===== src/hdl/fenb_pkg.sv =====
// Package: constants and carrier types for the fault enable and user storage bank
package fenb_pkg;

  // ****************************************************************
  // Address map
  // ****************************************************************
  localparam logic [7:0] PAGE_SEL_OFFSET   = 8'h7F;
  localparam logic [7:0] USER_FIRST_OFFSET = 8'h80;
  localparam logic [7:0] USER_LAST_OFFSET  = 8'hF7;
  localparam logic [7:0] TS_ALARM_OFFSET   = 8'hF8;
  localparam logic [7:0] SS_ALARM_OFFSET   = 8'hF9;
  localparam logic [7:0] RSVD_FA_OFFSET    = 8'hFA;
  localparam logic [7:0] SL_ALARM_OFFSET   = 8'hFB;
  localparam logic [7:0] TS_WARN_OFFSET    = 8'hFC;
  localparam int         USER_DEPTH        = 120;
  localparam logic [7:0] STORAGE_PAGE      = 8'h01;
  localparam logic [7:0] ENABLE_ALT_PAGE   = 8'h05;

  // ****************************************************************
  // Field layout and reset values
  // ****************************************************************
  localparam int         TS_FIELD_LSB   = 4;
  localparam int         RX_FIELD_LSB   = 6;
  localparam logic [7:0] ENABLE_RESET   = 8'h00;
  localparam logic [7:0] USER_RESET     = 8'h00;
  localparam logic [7:0] PAGE_SEL_RESET = 8'h00;
  localparam logic [7:0] READ_FILL      = 8'h00;

  // ****************************************************************
  // Carrier types
  // ****************************************************************
  typedef struct packed {
    logic lower_password_level;
    logic upper_password_level;
    logic storage_rw_grant;
    logic storage_read_grant;
    logic enable_rw_grant;
    logic enable_read_grant;
  } fenb_access_t;

  typedef struct packed {
    logic       valid;
    logic       write;
    logic       rcvr;
    logic [7:0] addr;
    logic [7:0] wdata;
  } fenb_req_t;

  // Order matches enable bits 7..4
  typedef struct packed {
    logic temperature_high_flag;
    logic temperature_low_flag;
    logic supply_high_flag;
    logic supply_low_flag;
  } fenb_ts_flags_t;

  // Strength flags match bits 7..6 of one enable, compare flags of the other
  typedef struct packed {
    logic strength_high_flag;
    logic strength_low_flag;
    logic fast_high_compare_flag;
    logic fast_low_compare_flag;
  } fenb_rx_flags_t;

  typedef struct packed {
    logic       start;
    logic       rcvr;
    logic [7:0] page;
    logic [7:0] addr;
    logic [7:0] data;
  } fenb_nv_t;

endpackage : fenb_pkg


===== src/hdl/fenb_bank.sv =====
// Fault enable registers, user nonvolatile bytes and page selectors
`timescale 1ns/1ps

module fenb_bank (
  // Clock and reset
  input  wire logic                      i_mclk,
  input  wire logic                      i_rst,
  // Register access from the serial core
  input  wire fenb_pkg::fenb_req_t       i_req,
  input  wire fenb_pkg::fenb_access_t    i_access,
  // Configuration
  input  wire logic                      i_enable_page_alt,
  input  wire logic                      i_shadow_write_block,
  // Monitor flags
  input  wire fenb_pkg::fenb_ts_flags_t  i_alarm_flags,
  input  wire fenb_pkg::fenb_ts_flags_t  i_warn_flags,
  input  wire fenb_pkg::fenb_rx_flags_t  i_rx_flags [2],
  // Answers
  output logic                           o_rd_valid,
  output logic [7:0]                     o_rd_data,
  output logic                           o_denied,
  output fenb_pkg::fenb_nv_t             o_nv_write,
  output logic [7:0]                     o_page_sel [2],
  output logic                           o_fault_interrupt_out
);

  // ****************************************************************
  // Storage
  // ****************************************************************
  logic [7:0] user_mem_ff [fenb_pkg::USER_DEPTH];
  logic [3:0] ts_alarm_en_ff;
  logic [3:0] ts_warn_en_ff;
  logic [1:0] ss_alarm_en_ff [2];
  logic [1:0] sl_alarm_en_ff [2];
  logic [7:0] page_sel_ff    [2];
  logic       rd_valid_ff;
  logic [7:0] rd_data_ff;
  logic       denied_ff;
  logic       fault_ff;
  fenb_pkg::fenb_nv_t nv_ff;

  // ****************************************************************
  // Address decode
  // ****************************************************************
  wire        rx          = i_req.rcvr;
  wire [7:0]  cur_page    = page_sel_ff[rx];
  wire [7:0]  en_page     = i_enable_page_alt ? fenb_pkg::ENABLE_ALT_PAGE
                                              : fenb_pkg::STORAGE_PAGE;
  wire        hit_psel    = i_req.addr == fenb_pkg::PAGE_SEL_OFFSET;
  wire        hit_user    = (cur_page == fenb_pkg::STORAGE_PAGE)
                            && (i_req.addr >= fenb_pkg::USER_FIRST_OFFSET)
                            && (i_req.addr <= fenb_pkg::USER_LAST_OFFSET);
  wire        in_en_page  = cur_page == en_page;
  wire        hit_ts_al   = in_en_page && (i_req.addr == fenb_pkg::TS_ALARM_OFFSET);
  wire        hit_ss_al   = in_en_page && (i_req.addr == fenb_pkg::SS_ALARM_OFFSET);
  wire        hit_sl_al   = in_en_page && (i_req.addr == fenb_pkg::SL_ALARM_OFFSET);
  wire        hit_ts_wn   = in_en_page && (i_req.addr == fenb_pkg::TS_WARN_OFFSET);
  wire        hit_enable  = hit_ts_al || hit_ss_al || hit_sl_al || hit_ts_wn;
  wire [6:0]  user_idx    = 7'(i_req.addr - fenb_pkg::USER_FIRST_OFFSET);

  // ****************************************************************
  // Password checks
  // ****************************************************************
  wire user_rd_ok = i_access.upper_password_level
                    || (i_access.lower_password_level
                        && (i_access.storage_rw_grant || i_access.storage_read_grant));
  wire user_wr_ok = i_access.upper_password_level
                    || (i_access.lower_password_level && i_access.storage_rw_grant);
  wire en_rd_ok   = i_access.upper_password_level
                    || (i_access.lower_password_level
                        && (i_access.enable_rw_grant || i_access.enable_read_grant));
  wire en_wr_ok   = i_access.upper_password_level
                    || (i_access.lower_password_level && i_access.enable_rw_grant);

  wire rd_req   = i_req.valid && !i_req.write;
  wire wr_req   = i_req.valid && i_req.write;
  wire rd_deny  = rd_req && ((hit_user && !user_rd_ok) || (hit_enable && !en_rd_ok));
  wire wr_deny  = wr_req && ((hit_user && !user_wr_ok) || (hit_enable && !en_wr_ok));
  wire wr_user  = wr_req && hit_user && user_wr_ok;
  wire wr_en    = wr_req && hit_enable && en_wr_ok;
  wire wr_psel  = wr_req && hit_psel;

  // ****************************************************************
  // Read mux
  // ****************************************************************
  // Reserved bits are not stored, so they always read back as zero
  wire [7:0] rd_ts_al = {ts_alarm_en_ff, 4'h0};
  wire [7:0] rd_ts_wn = {ts_warn_en_ff, 4'h0};
  wire [7:0] rd_ss_al = {ss_alarm_en_ff[rx], 6'h00};
  wire [7:0] rd_sl_al = {sl_alarm_en_ff[rx], 6'h00};
  wire [7:0] rd_mux   = hit_psel  ? cur_page :
                        hit_user  ? user_mem_ff[user_idx] :
                        hit_ts_al ? rd_ts_al :
                        hit_ss_al ? rd_ss_al :
                        hit_sl_al ? rd_sl_al :
                        hit_ts_wn ? rd_ts_wn : fenb_pkg::READ_FILL;
  wire [7:0] nxt_rd_data = rd_deny ? fenb_pkg::READ_FILL : rd_mux;

  // ****************************************************************
  // Nonvolatile write request
  // ****************************************************************
  // Shadowed enables may skip the slow EE cycle; user bytes never do
  wire nxt_nv_start = wr_user || (wr_en && !i_shadow_write_block);

  // ****************************************************************
  // Fault gating
  // ****************************************************************
  wire [1:0] rx_fault;
  genvar g;
  generate
    for (g = 0; g < 2; g++)
    begin : g_rx
      wire [1:0] ss_f = {i_rx_flags[g].strength_high_flag, i_rx_flags[g].strength_low_flag};
      wire [1:0] sl_f = {i_rx_flags[g].fast_high_compare_flag, i_rx_flags[g].fast_low_compare_flag};
      assign rx_fault[g] = |(ss_f & ss_alarm_en_ff[g]) || |(sl_f & sl_alarm_en_ff[g]);
    end
  endgenerate
  wire nxt_fault = |(i_alarm_flags & ts_alarm_en_ff)
                   || |(i_warn_flags & ts_warn_en_ff)
                   || |rx_fault;

  // ****************************************************************
  // Registers
  // ****************************************************************
  always_ff @(posedge i_mclk or posedge i_rst)
  begin
    if (i_rst)
    begin
      ts_alarm_en_ff <= fenb_pkg::ENABLE_RESET[7:4];
      ts_warn_en_ff  <= fenb_pkg::ENABLE_RESET[7:4];
    end
    else if (wr_en && hit_ts_al)
      ts_alarm_en_ff <= i_req.wdata[7:fenb_pkg::TS_FIELD_LSB];
    else if (wr_en && hit_ts_wn)
      ts_warn_en_ff  <= i_req.wdata[7:fenb_pkg::TS_FIELD_LSB];
  end

  generate
    for (g = 0; g < 2; g++)
    begin : g_rx_regs
      always_ff @(posedge i_mclk or posedge i_rst)
      begin
        if (i_rst)
        begin
          ss_alarm_en_ff[g] <= fenb_pkg::ENABLE_RESET[7:6];
          sl_alarm_en_ff[g] <= fenb_pkg::ENABLE_RESET[7:6];
          page_sel_ff[g]    <= fenb_pkg::PAGE_SEL_RESET;
        end
        else if (rx == 1'(g))
        begin
          if (wr_en && hit_ss_al)
            ss_alarm_en_ff[g] <= i_req.wdata[7:fenb_pkg::RX_FIELD_LSB];
          if (wr_en && hit_sl_al)
            sl_alarm_en_ff[g] <= i_req.wdata[7:fenb_pkg::RX_FIELD_LSB];
          if (wr_psel)
            page_sel_ff[g] <= i_req.wdata;
        end
      end
    end
    for (g = 0; g < fenb_pkg::USER_DEPTH; g++)
    begin : g_user
      always_ff @(posedge i_mclk or posedge i_rst)
      begin
        if (i_rst)
          user_mem_ff[g] <= fenb_pkg::USER_RESET;
        else if (wr_user && (user_idx == 7'(g)))
          user_mem_ff[g] <= i_req.wdata;
      end
    end
  endgenerate

  always_ff @(posedge i_mclk or posedge i_rst)
  begin
    if (i_rst)
    begin
      rd_valid_ff <= 1'b0;
      rd_data_ff  <= fenb_pkg::READ_FILL;
      denied_ff   <= 1'b0;
      fault_ff    <= 1'b0;
      nv_ff       <= '0;
    end
    else
    begin
      rd_valid_ff <= rd_req;
      rd_data_ff  <= rd_req ? nxt_rd_data : rd_data_ff;
      denied_ff   <= rd_deny || wr_deny;
      fault_ff    <= nxt_fault;
      nv_ff.start <= nxt_nv_start;
      if (nxt_nv_start)
      begin
        nv_ff.rcvr <= rx;
        nv_ff.page <= cur_page;
        nv_ff.addr <= i_req.addr;
        nv_ff.data <= i_req.wdata;
      end
    end
  end

  // ****************************************************************
  // Outputs
  // ****************************************************************
  assign o_rd_valid            = rd_valid_ff;
  assign o_rd_data             = rd_data_ff;
  assign o_denied              = denied_ff;
  assign o_nv_write            = nv_ff;
  assign o_page_sel            = page_sel_ff;
  assign o_fault_interrupt_out = fault_ff;

  // ****************************************************************
  // Checks
  // ****************************************************************
  a_user_write_back: assert property (@(posedge i_mclk) disable iff (i_rst)
    wr_user |=> (user_mem_ff[$past(user_idx)] == $past(i_req.wdata)))
    else $error("user byte did not store written data");
  a_user_rd_deny: assert property (@(posedge i_mclk) disable iff (i_rst)
    (rd_req && hit_user && !i_access.upper_password_level && !i_access.lower_password_level)
    |=> (o_denied && o_rd_valid && o_rd_data == 8'h00))
    else $error("storage read without password not refused");
  a_enable_wr_deny: assert property (@(posedge i_mclk) disable iff (i_rst)
    (wr_req && hit_ts_al && !i_access.upper_password_level && !i_access.enable_rw_grant)
    |=> ($stable(ts_alarm_en_ff) && o_denied))
    else $error("enable write without grant took effect");
  a_shared_alarm_en: assert property (@(posedge i_mclk) disable iff (i_rst)
    (rd_req && hit_ts_al && en_rd_ok) |=> (o_rd_data == {ts_alarm_en_ff, 4'h0}))
    else $error("shared alarm enable read mismatch");
  a_per_rx_copy: assert property (@(posedge i_mclk) disable iff (i_rst)
    (wr_en && hit_ss_al) |=> (ss_alarm_en_ff[!$past(i_req.rcvr)] == $past(ss_alarm_en_ff[!i_req.rcvr])))
    else $error("other receiver enable copy changed");
  a_ts_gate: assert property (@(posedge i_mclk) disable iff (i_rst)
    (i_alarm_flags.temperature_high_flag && ts_alarm_en_ff[3]) |=> o_fault_interrupt_out)
    else $error("enabled temperature alarm did not raise fault");
  a_reserved_zero: assert property (@(posedge i_mclk) disable iff (i_rst)
    (rd_req && (hit_ss_al || hit_sl_al)) |=> (o_rd_data[5:0] == 6'h00))
    else $error("reserved enable bits read non-zero");
  a_fault_blocked: assert property (@(posedge i_mclk) disable iff (i_rst)
    (ts_alarm_en_ff == 4'h0 && ts_warn_en_ff == 4'h0 && ss_alarm_en_ff[0] == 2'b00
     && ss_alarm_en_ff[1] == 2'b00 && sl_alarm_en_ff[0] == 2'b00 && sl_alarm_en_ff[1] == 2'b00)
    |=> !o_fault_interrupt_out)
    else $error("fault raised with all enables clear");
  a_page_map: assert property (@(posedge i_mclk) disable iff (i_rst)
    (rd_req && i_req.addr == fenb_pkg::TS_WARN_OFFSET && cur_page != en_page)
    |=> (o_rd_data == 8'h00))
    else $error("enable seen outside its selected page");
  a_page_select: assert property (@(posedge i_mclk) disable iff (i_rst)
    wr_psel |=> (o_page_sel[$past(i_req.rcvr)] == $past(i_req.wdata)))
    else $error("page selector not updated");
  a_shadow_block: assert property (@(posedge i_mclk) disable iff (i_rst)
    (wr_en && i_shadow_write_block) |=> !o_nv_write.start)
    else $error("nonvolatile write started under shadow block");

  // ****************************************************************
  // Checks on gating, grants and reset
  // ****************************************************************
  a_user_wr_deny: assert property (@(posedge i_mclk) disable iff (i_rst)
    (wr_req && hit_user && !i_access.upper_password_level && !i_access.storage_rw_grant)
    |=> (o_denied && !o_nv_write.start))
    else $error("storage write without grant not refused");
  a_enable_rd_grant: assert property (@(posedge i_mclk) disable iff (i_rst)
    (rd_req && hit_enable && i_access.lower_password_level && i_access.enable_read_grant)
    |=> (o_rd_valid && !o_denied))
    else $error("enable read with read grant refused");
  a_shared_warn_en: assert property (@(posedge i_mclk) disable iff (i_rst)
    (wr_en && hit_ts_wn) |=> (ts_warn_en_ff == $past(i_req.wdata[7:4])))
    else $error("shared warning enable not written from either receiver");
  a_per_rx_loss: assert property (@(posedge i_mclk) disable iff (i_rst)
    (wr_en && hit_sl_al) |=> (sl_alarm_en_ff[!$past(i_req.rcvr)] == $past(sl_alarm_en_ff[!i_req.rcvr])))
    else $error("other receiver loss enable copy changed");
  a_strength_gate: assert property (@(posedge i_mclk) disable iff (i_rst)
    (i_rx_flags[1].strength_low_flag && ss_alarm_en_ff[1][0]) |=> o_fault_interrupt_out)
    else $error("enabled strength alarm did not raise fault");
  a_loss_gate: assert property (@(posedge i_mclk) disable iff (i_rst)
    (i_rx_flags[0].fast_high_compare_flag && sl_alarm_en_ff[0][1]) |=> o_fault_interrupt_out)
    else $error("enabled loss alarm did not raise fault");
  a_warn_gate: assert property (@(posedge i_mclk) disable iff (i_rst)
    (i_warn_flags.supply_low_flag && ts_warn_en_ff[0]) |=> o_fault_interrupt_out)
    else $error("enabled supply warning did not raise fault");
  a_fault_source: assert property (@(posedge i_mclk) disable iff (i_rst)
    $rose(o_fault_interrupt_out) |-> $past(i_alarm_flags != 4'h0 || i_warn_flags != 4'h0
    || i_rx_flags[0] != 4'h0 || i_rx_flags[1] != 4'h0))
    else $error("fault raised with no flag set");
  a_enable_write_page: assert property (@(posedge i_mclk) disable iff (i_rst)
    (wr_req && i_req.addr == fenb_pkg::TS_ALARM_OFFSET && cur_page != en_page) |=> $stable(ts_alarm_en_ff))
    else $error("enable written outside its selected page");
  a_page_hold: assert property (@(posedge i_mclk) disable iff (i_rst)
    !wr_psel |=> ($stable(o_page_sel[0]) && $stable(o_page_sel[1])))
    else $error("page selector changed without a write");
  a_nv_user_start: assert property (@(posedge i_mclk) disable iff (i_rst)
    wr_user |=> (o_nv_write.start && o_nv_write.addr == $past(i_req.addr)))
    else $error("user byte write did not start nonvolatile cycle");
  a_reset_state: assert property (@(posedge i_mclk) disable iff (i_rst)
    $fell(i_rst) |-> (ts_alarm_en_ff == fenb_pkg::ENABLE_RESET[7:4] && o_page_sel[0] == fenb_pkg::PAGE_SEL_RESET
    && o_page_sel[1] == fenb_pkg::PAGE_SEL_RESET && !o_fault_interrupt_out))
    else $error("power-on state not restored");

endmodule : fenb_bank


===== config.mk =====
export PLATFORM = sky130hd
export DESIGN_NAME = fenb_bank
export DESIGN_NICKNAME = d
export VERILOG_FILES = /design/src/hdl/fenb_pkg.sv /design/src/hdl/fenb_bank.sv
export SDC_FILE = /design/constraint.sdc
export NUM_CORES = 2
export LEC_CHECK = 0
export ABC_CLOCK_PERIOD_IN_PS = 34900
export BUFFER_PORTS_ARGS = -buffer_cell sky130_fd_sc_hd__buf_2
export CORE_MARGIN = 2
export CORE_UTILIZATION = 50
export CTS_BUF_LIST = sky130_fd_sc_hd__clkbuf_16
export CTS_CLUSTER_SIZE = 20
export DETAILED_ROUTE_END_ITERATION = 10
export PLACE_DENSITY = 0.76
export SLEW_MARGIN = 10
export SYNTH_ARGS = -nofsm -noshare
export SYNTH_HDL_FRONTEND = slang
export SYNTH_SLANG_ARGS = --single-unit
export TNS_END_PERCENT = 10

===== constraint.sdc =====
create_clock -name i_mclk -period 34.9 [get_ports i_mclk]
set_input_delay 1.745 -clock i_mclk [delete_from_list [all_inputs] [get_ports i_mclk]]
set_output_delay 1.745 -clock i_mclk [all_outputs]
set_load 0.01 [all_outputs]

# After elaboration in Yosys (flattened, before gate mapping)

Cells that the tools add are included.

Flip-flop bits (word level): 1,029
Input bits: 45
Word-level logic and storage cells: 484

Add/subtract/negate cells: 1
Magnitude comparators: 4
Eq/ne operators: 126
Mux-type cells: 20
Bitwise gates (word level): 10
Reductions and logical operators: 186

Operator list:

| cell                 | number |
|---|---|
| $eq A7 B7 Y1 const B | 56 |
| $eq A7 B6 Y1 const B | 32 |
| $logic_and A1 B1 Y1  | 148 |
| $eq A7 B5 Y1 const B | 16 |
| $mux W8              | 12 |
| $bmux W8 S7          | 1 |
| $eq A7 B4 Y1 const B | 8 |
| $eq A8 B8 Y1 const B | 4 |
| $eq A7 B3 Y1 const B | 4 |
| $logic_or A1 B1 Y1   | 17 |
| $ge A8 B8 Y1 const B | 2 |
| $eq A7 B2 Y1 const B | 2 |
| $reduce_and A2 Y1    | 7 |
| $mux W2              | 6 |
| $reduce_or A2 Y1     | 5 |
| $and A2 B2 Y2        | 4 |
| $and A4 B4 Y4        | 2 |
| $eq A8 B1 Y1 const B | 1 |
| $eq A8 B3 Y1         | 1 |
| $eq A8 B7 Y1 const B | 1 |
| $le A8 B8 Y1 const B | 1 |
| $not A7 Y8           | 1 |
| $reduce_or A4 Y1     | 2 |
| $eq A7 B1 Y1 const B | 1 |
| other kinds (7)      | 13 |

# Longest topological paths before layout

Depth in word-level cells: 14
Mapped depth: 12

# Worst setup path before layout

Ideal clock, no wire load.

Path kind: input to register
Start: input i_req[8] (netlist name)
End: register user_mem_ff[472] (netlist name)
Setup time: 0.125 ns
Arrival: 4.133 ns
Data required time: 34.775 ns
Setup slack: 30.643 ns
Cell stages on the path: 8
Cells stage by stage: buf_4 > buf_6 > buf_4 > buf_6 > nor2_1 > nand2_1 > nor2_2 > mux2_2

Cells in the longest elaborated chain, start to end: 6
Elaborated cells between the ends (all ways): 9
Classes of those cells: 1 x add/sub; 2 x order compare; 1 x eq/ne; 5 x reduce/logical

RTL lines:

| element                                                               | line             | source |
|---|---|---|
| start, declared                                                       | fenb_bank.sv:9   | `input wire fenb_pkg::fenb_req_t i_req,` |
| parallel branches: the longest is 5 deep, another holds $sub A7 B1 Y7 | n/a              |  |
| $logic_and A1 B1 Y1 *                                                 | fenb_bank.sv:166 | `else if (wr_user && (user_idx == 7'(g)))` |
| end signal, assigned by index                                         | fenb_bank.sv:165 | `user_mem_ff[g] <= fenb_pkg::USER_RESET;` |
| end signal, assigned by index                                         | fenb_bank.sv:167 | `user_mem_ff[g] <= i_req.wdata;` |
| end, declared                                                         | fenb_bank.sv:30  | `logic [7:0] user_mem_ff [fenb_pkg::USER_DEPTH];` |

Mark *: on every way between the ends.
A chain may end at the register's enable or synchronous reset.

# Worst setup path after layout

Start: input i_req[8] (netlist name)
End: register rd_data_ff[2], in the netlist o_rd_data[2]

Cells in the longest elaborated chain, start to end: 9
Elaborated cells between the ends (all ways): 31
Classes of those cells: 1 x add/sub; 2 x order compare; 5 x eq/ne; 9 x mux; 1 x bitwise; 13 x reduce/logical

RTL lines:

| element                                                               | line             | source |
|---|---|---|
| parallel branches: the longest is 8 deep, another holds $sub A7 B1 Y7 | n/a              |  |
| $mux W8 *                                                             | fenb_bank.sv:97  | `wire [7:0] nxt_rd_data = rd_deny ? fenb_pkg::READ_FILL : rd_mux;` |
| end signal, assigned                                                  | fenb_bank.sv:177 | `rd_data_ff <= fenb_pkg::READ_FILL;` |
| end signal, assigned                                                  | fenb_bank.sv:185 | `rd_data_ff <= rd_req ? nxt_rd_data : rd_data_ff;` |
| end, declared                                                         | fenb_bank.sv:37  | `logic [7:0] rd_data_ff;` |

Mark *: on every way between the ends. The select of a mux whose other input is x is not followed.

==> impl_metrics.toml <==
[finish]
fin_area_um2 = 52840
synthToLayoutAreaGrowth_pct = 10.00
final-instance-count-excl-fill = 4480
fin_util_pct = 55.53
antenna-diode-count = 0
final_nets = 3178
drive_above_1_share_pct = 51.38

[yosys]
syn_inst = 3107
synth_adder_area_share_pct = 0
synth_area_um2 = 48030
synth_top_family_by_area = "multiplexers"
async_reset_ff_share_pct = 100.0
synth_mux_area_share_pct = 36.24
avgSynthCellArea_um2 = 15.46
synthXorXnorAreaFrac_pct = 0.01823
synth_top_flop_cell = "dfrtp_1"
ys_seq_area_share_pct = 53.61
syn_nets = 3152
synth_edf_count = 0
yosysWarningCount = 0
yosys.area_share.simple_pct = 5.129
synth.distinct_cells = 81
synth_seq_cells = 1029
synth_compound_area_share_pct = 2.688

[power]
ir_drop_uv = 35.77
net-switching-power_mw = 0.5707
power.internal_mw = 1.857
pwr-share-comb_pct = 4.9
seqPwrFrac_pct = 49.2
clockPowerShare_pct = 45.8
p_leak_nw = 25.67
p_total_mw = 2.427
power.density_nw_per_um2 = 45.94
swShare_pct = 23.51

[setup_path]
cpMostUsedCell = "a21oi_1"
worstSetupStartpointType = "primary input"
critPathKind = "in -> reg"
path_cells = "buf_8 > buf_12 > buf_4 > mux4_2 > a22oi_1 > a21oi_1 > o41ai_1 > o31ai_1 > a21oi_1 > o21ai_0"
critical_path_arrival_ns = 6.22
max_stage_delay_ns = 0.97
path_max_fanout = 91
slowest_stage = "o41ai_1"
required_ns = 35.42
endpoint_kind = "register"

[die]
initial_core_util_pct = 50.48
boundaryPins = 98
core_area_um2 = 95150
die_y_um = 313.9
num_rows = 113
dieArea_um2 = 98560
die_x_um = 313.9

[clock_tree]
cts_tree = "done"
h-tree-depth = 3
cts_sinks = 1029
clockRootBuffer = "clkbuf_16"
hold_buffers = 0
clkLatencyLatePin_ns = 0.68
cts_buffer_depth = 3
cts_setup_buffers = 0
cts.clk_slew.worst_paths_ns = 0.06
cts-buffers-inserted = 102
cts_resized = 0

[global_routing]
antenna_found_initial = 3
grt_usage_pct = 25.72
grt_pass1_wl_um = 191500
gr-total-overflow = 0
grt_pass1_vias = 29036
globalRouteMet2Util_pct = 39.89
grt.busiest_layer = "met2"
met3_usage_pct = 5.093
met1_usage_pct = 36.37
grt_max_degree = 115

[timing]
worst_slack_ns = 29.19
hold_violations = 0
setup_viol = 0
fmax_mhz = 175.2
rsz0062_at_grt = "no"
post-route-min-period_ns = 5.707
tightest_slew_ns = 1.302
fin_setup_tns_ns = 0
finalCritPeriodShare_pct = 16.35
holdWs_ns = 0.4628
maxSlewHeadroom_pct = 12.96
drv_slew = 0
clock_skew_ns = 0.03073

[job]
maxCapViolations = 0

[detailed_routing]
drtPass1Iterations = 5
wl_um = 125200
drtIter0Drc = 2370
post-route-drc-count = 0
ant_nets = 0
viasPerCell = 6.317
vias = 28301
routedWlPerCell_um = 27.95

[placement]
dp_worst_setup_slack_ns = 28.50
dpl_cell_area_um2 = 49480
dp_cells = 4294
gp_congestion = 0.9323
dp_hpwl_um = 77790
io_buffers = 97

[worst_hold_path]
min_path_type = "reg -> reg"

[run_status]
status = "complete, no violations"
-- area by class of cell --
cell class / count / area [um^2]
clock buffers: 106 / 2653
clock inverters: 80 / 700.7
fillers: 7464 / 42320
inverters: 9 / 41.29
multi-input cells: 1846 / 21180
flip-flops and latches: 1029 / 25750
well taps: 1265 / 1583
repair buffers: 145 / 925.9
-- synthesized netlist by cell type (5+ instances only) --
cell       number  area share [%]
nand4_1         6           0.078
a31oi_1        11            0.14
nor2b_1         9            0.12
nand2b_1        8            0.10
o2111ai_1       7            0.13
o31ai_1         5           0.078
buf_2          32            0.33
mux2_4          8            0.25
clkbuf_1      139             1.1
buf_1          18            0.14
dfrtp_1      1029              54
buf_4          16            0.25
a21oi_1        22            0.23
nor2_2         59            0.77
a221oi_1       11            0.20
o22ai_1         9            0.12
nand3_4         8            0.29
a22o_1         10            0.18
o21ai_0        21            0.22
inv_1           6           0.047
mux2i_1        80             1.7
and2_1         14            0.18
buf_6          13            0.30
nand3_1        18            0.19
mux2_2        964              23
nor2_4         31            0.73
mux4_2        236              11
a22oi_1        39            0.61
nor3_1          9           0.094
nand4_4         5            0.22
nand2_1       101            0.79
nor2_1         40            0.31
mux2_1         28            0.66
nor2_8         20            0.83
-- cell usage in the layout (no fill, tap or decap), types with 28 or more instances in the layout --
cell type,count
mux4_2,236
buf_4,54
buf_2,86
nor2_2,60
mux2_1,28
nand2_1,101
dfrtp_1,1029
a22oi_1,39
nor2_4,31
mux2i_1,80
mux2_2,964
nor2_1,39
clkbuf_16,106
-- cells by family (layout without fill, tap and decap cells) --
group,Yosys count,after routing
compound gates,176,176
xor+xnor,1,1
simple gates,353,353
flops,1029,1029
buf+inv,232,340
mux,1316,1316
-- power groups by stage --
stage | combinational [mW] | sequential [mW] | clock [mW]
6_report | 0.120 | 1.19 | 1.11
5_1_grt | 0.128 | 1.19 | 1.17
4_1_cts | 0.120 | 1.19 | 1.12
3_5_place_dp | 0.119 | 1.22 | 0
3_3_place_gp | 0.119 | 1.22 | 0
2_1_floorplan | 0.0760 | 1.22 | 0
-- worst paths after layout --
kind                            cells after the start  slack, ns                to            from
worst max-delay path                               10      29.19      o_rd_data[2]        i_req[8]
worst min-delay path                                1       0.46    o_nv_write[15]  o_nv_write[15]
worst max register to register                      6      30.30  user_mem_ff[489]  o_page_sel[11]
worst min register to register                      1       0.46    o_nv_write[15]  o_nv_write[15]
max in group asynchronous                           5      30.23  user_mem_ff[463]           i_rst
min in group asynchronous                           2       1.24  user_mem_ff[425]           i_rst
-- registers in the layout (all words and copies together) (netlist names) --
register               count
o_denied                   1
o_fault_interrupt_out      1
o_nv_write                26
o_page_sel                16
o_rd_data                  8
o_rd_valid                 1
sl_alarm_en_ff             4
ss_alarm_en_ff             4
ts_alarm_en_ff             4
ts_warn_en_ff              4
user_mem_ff              960
-- worst max-delay path, delay by kind of cell --
kind                   cells  cell delay [ns]
AOI/OAI and AO/OA          6             1.98
buffers and inverters      3             1.74
muxes                      1             0.62
-- metal layers --
metal,wire length [um],vias up
li1,-,11649
met1,53600,15295
met2,58090,1082
met3,9017,269
met4,4464,6
met5,33,-
Power figures use the tool's default switching activity.
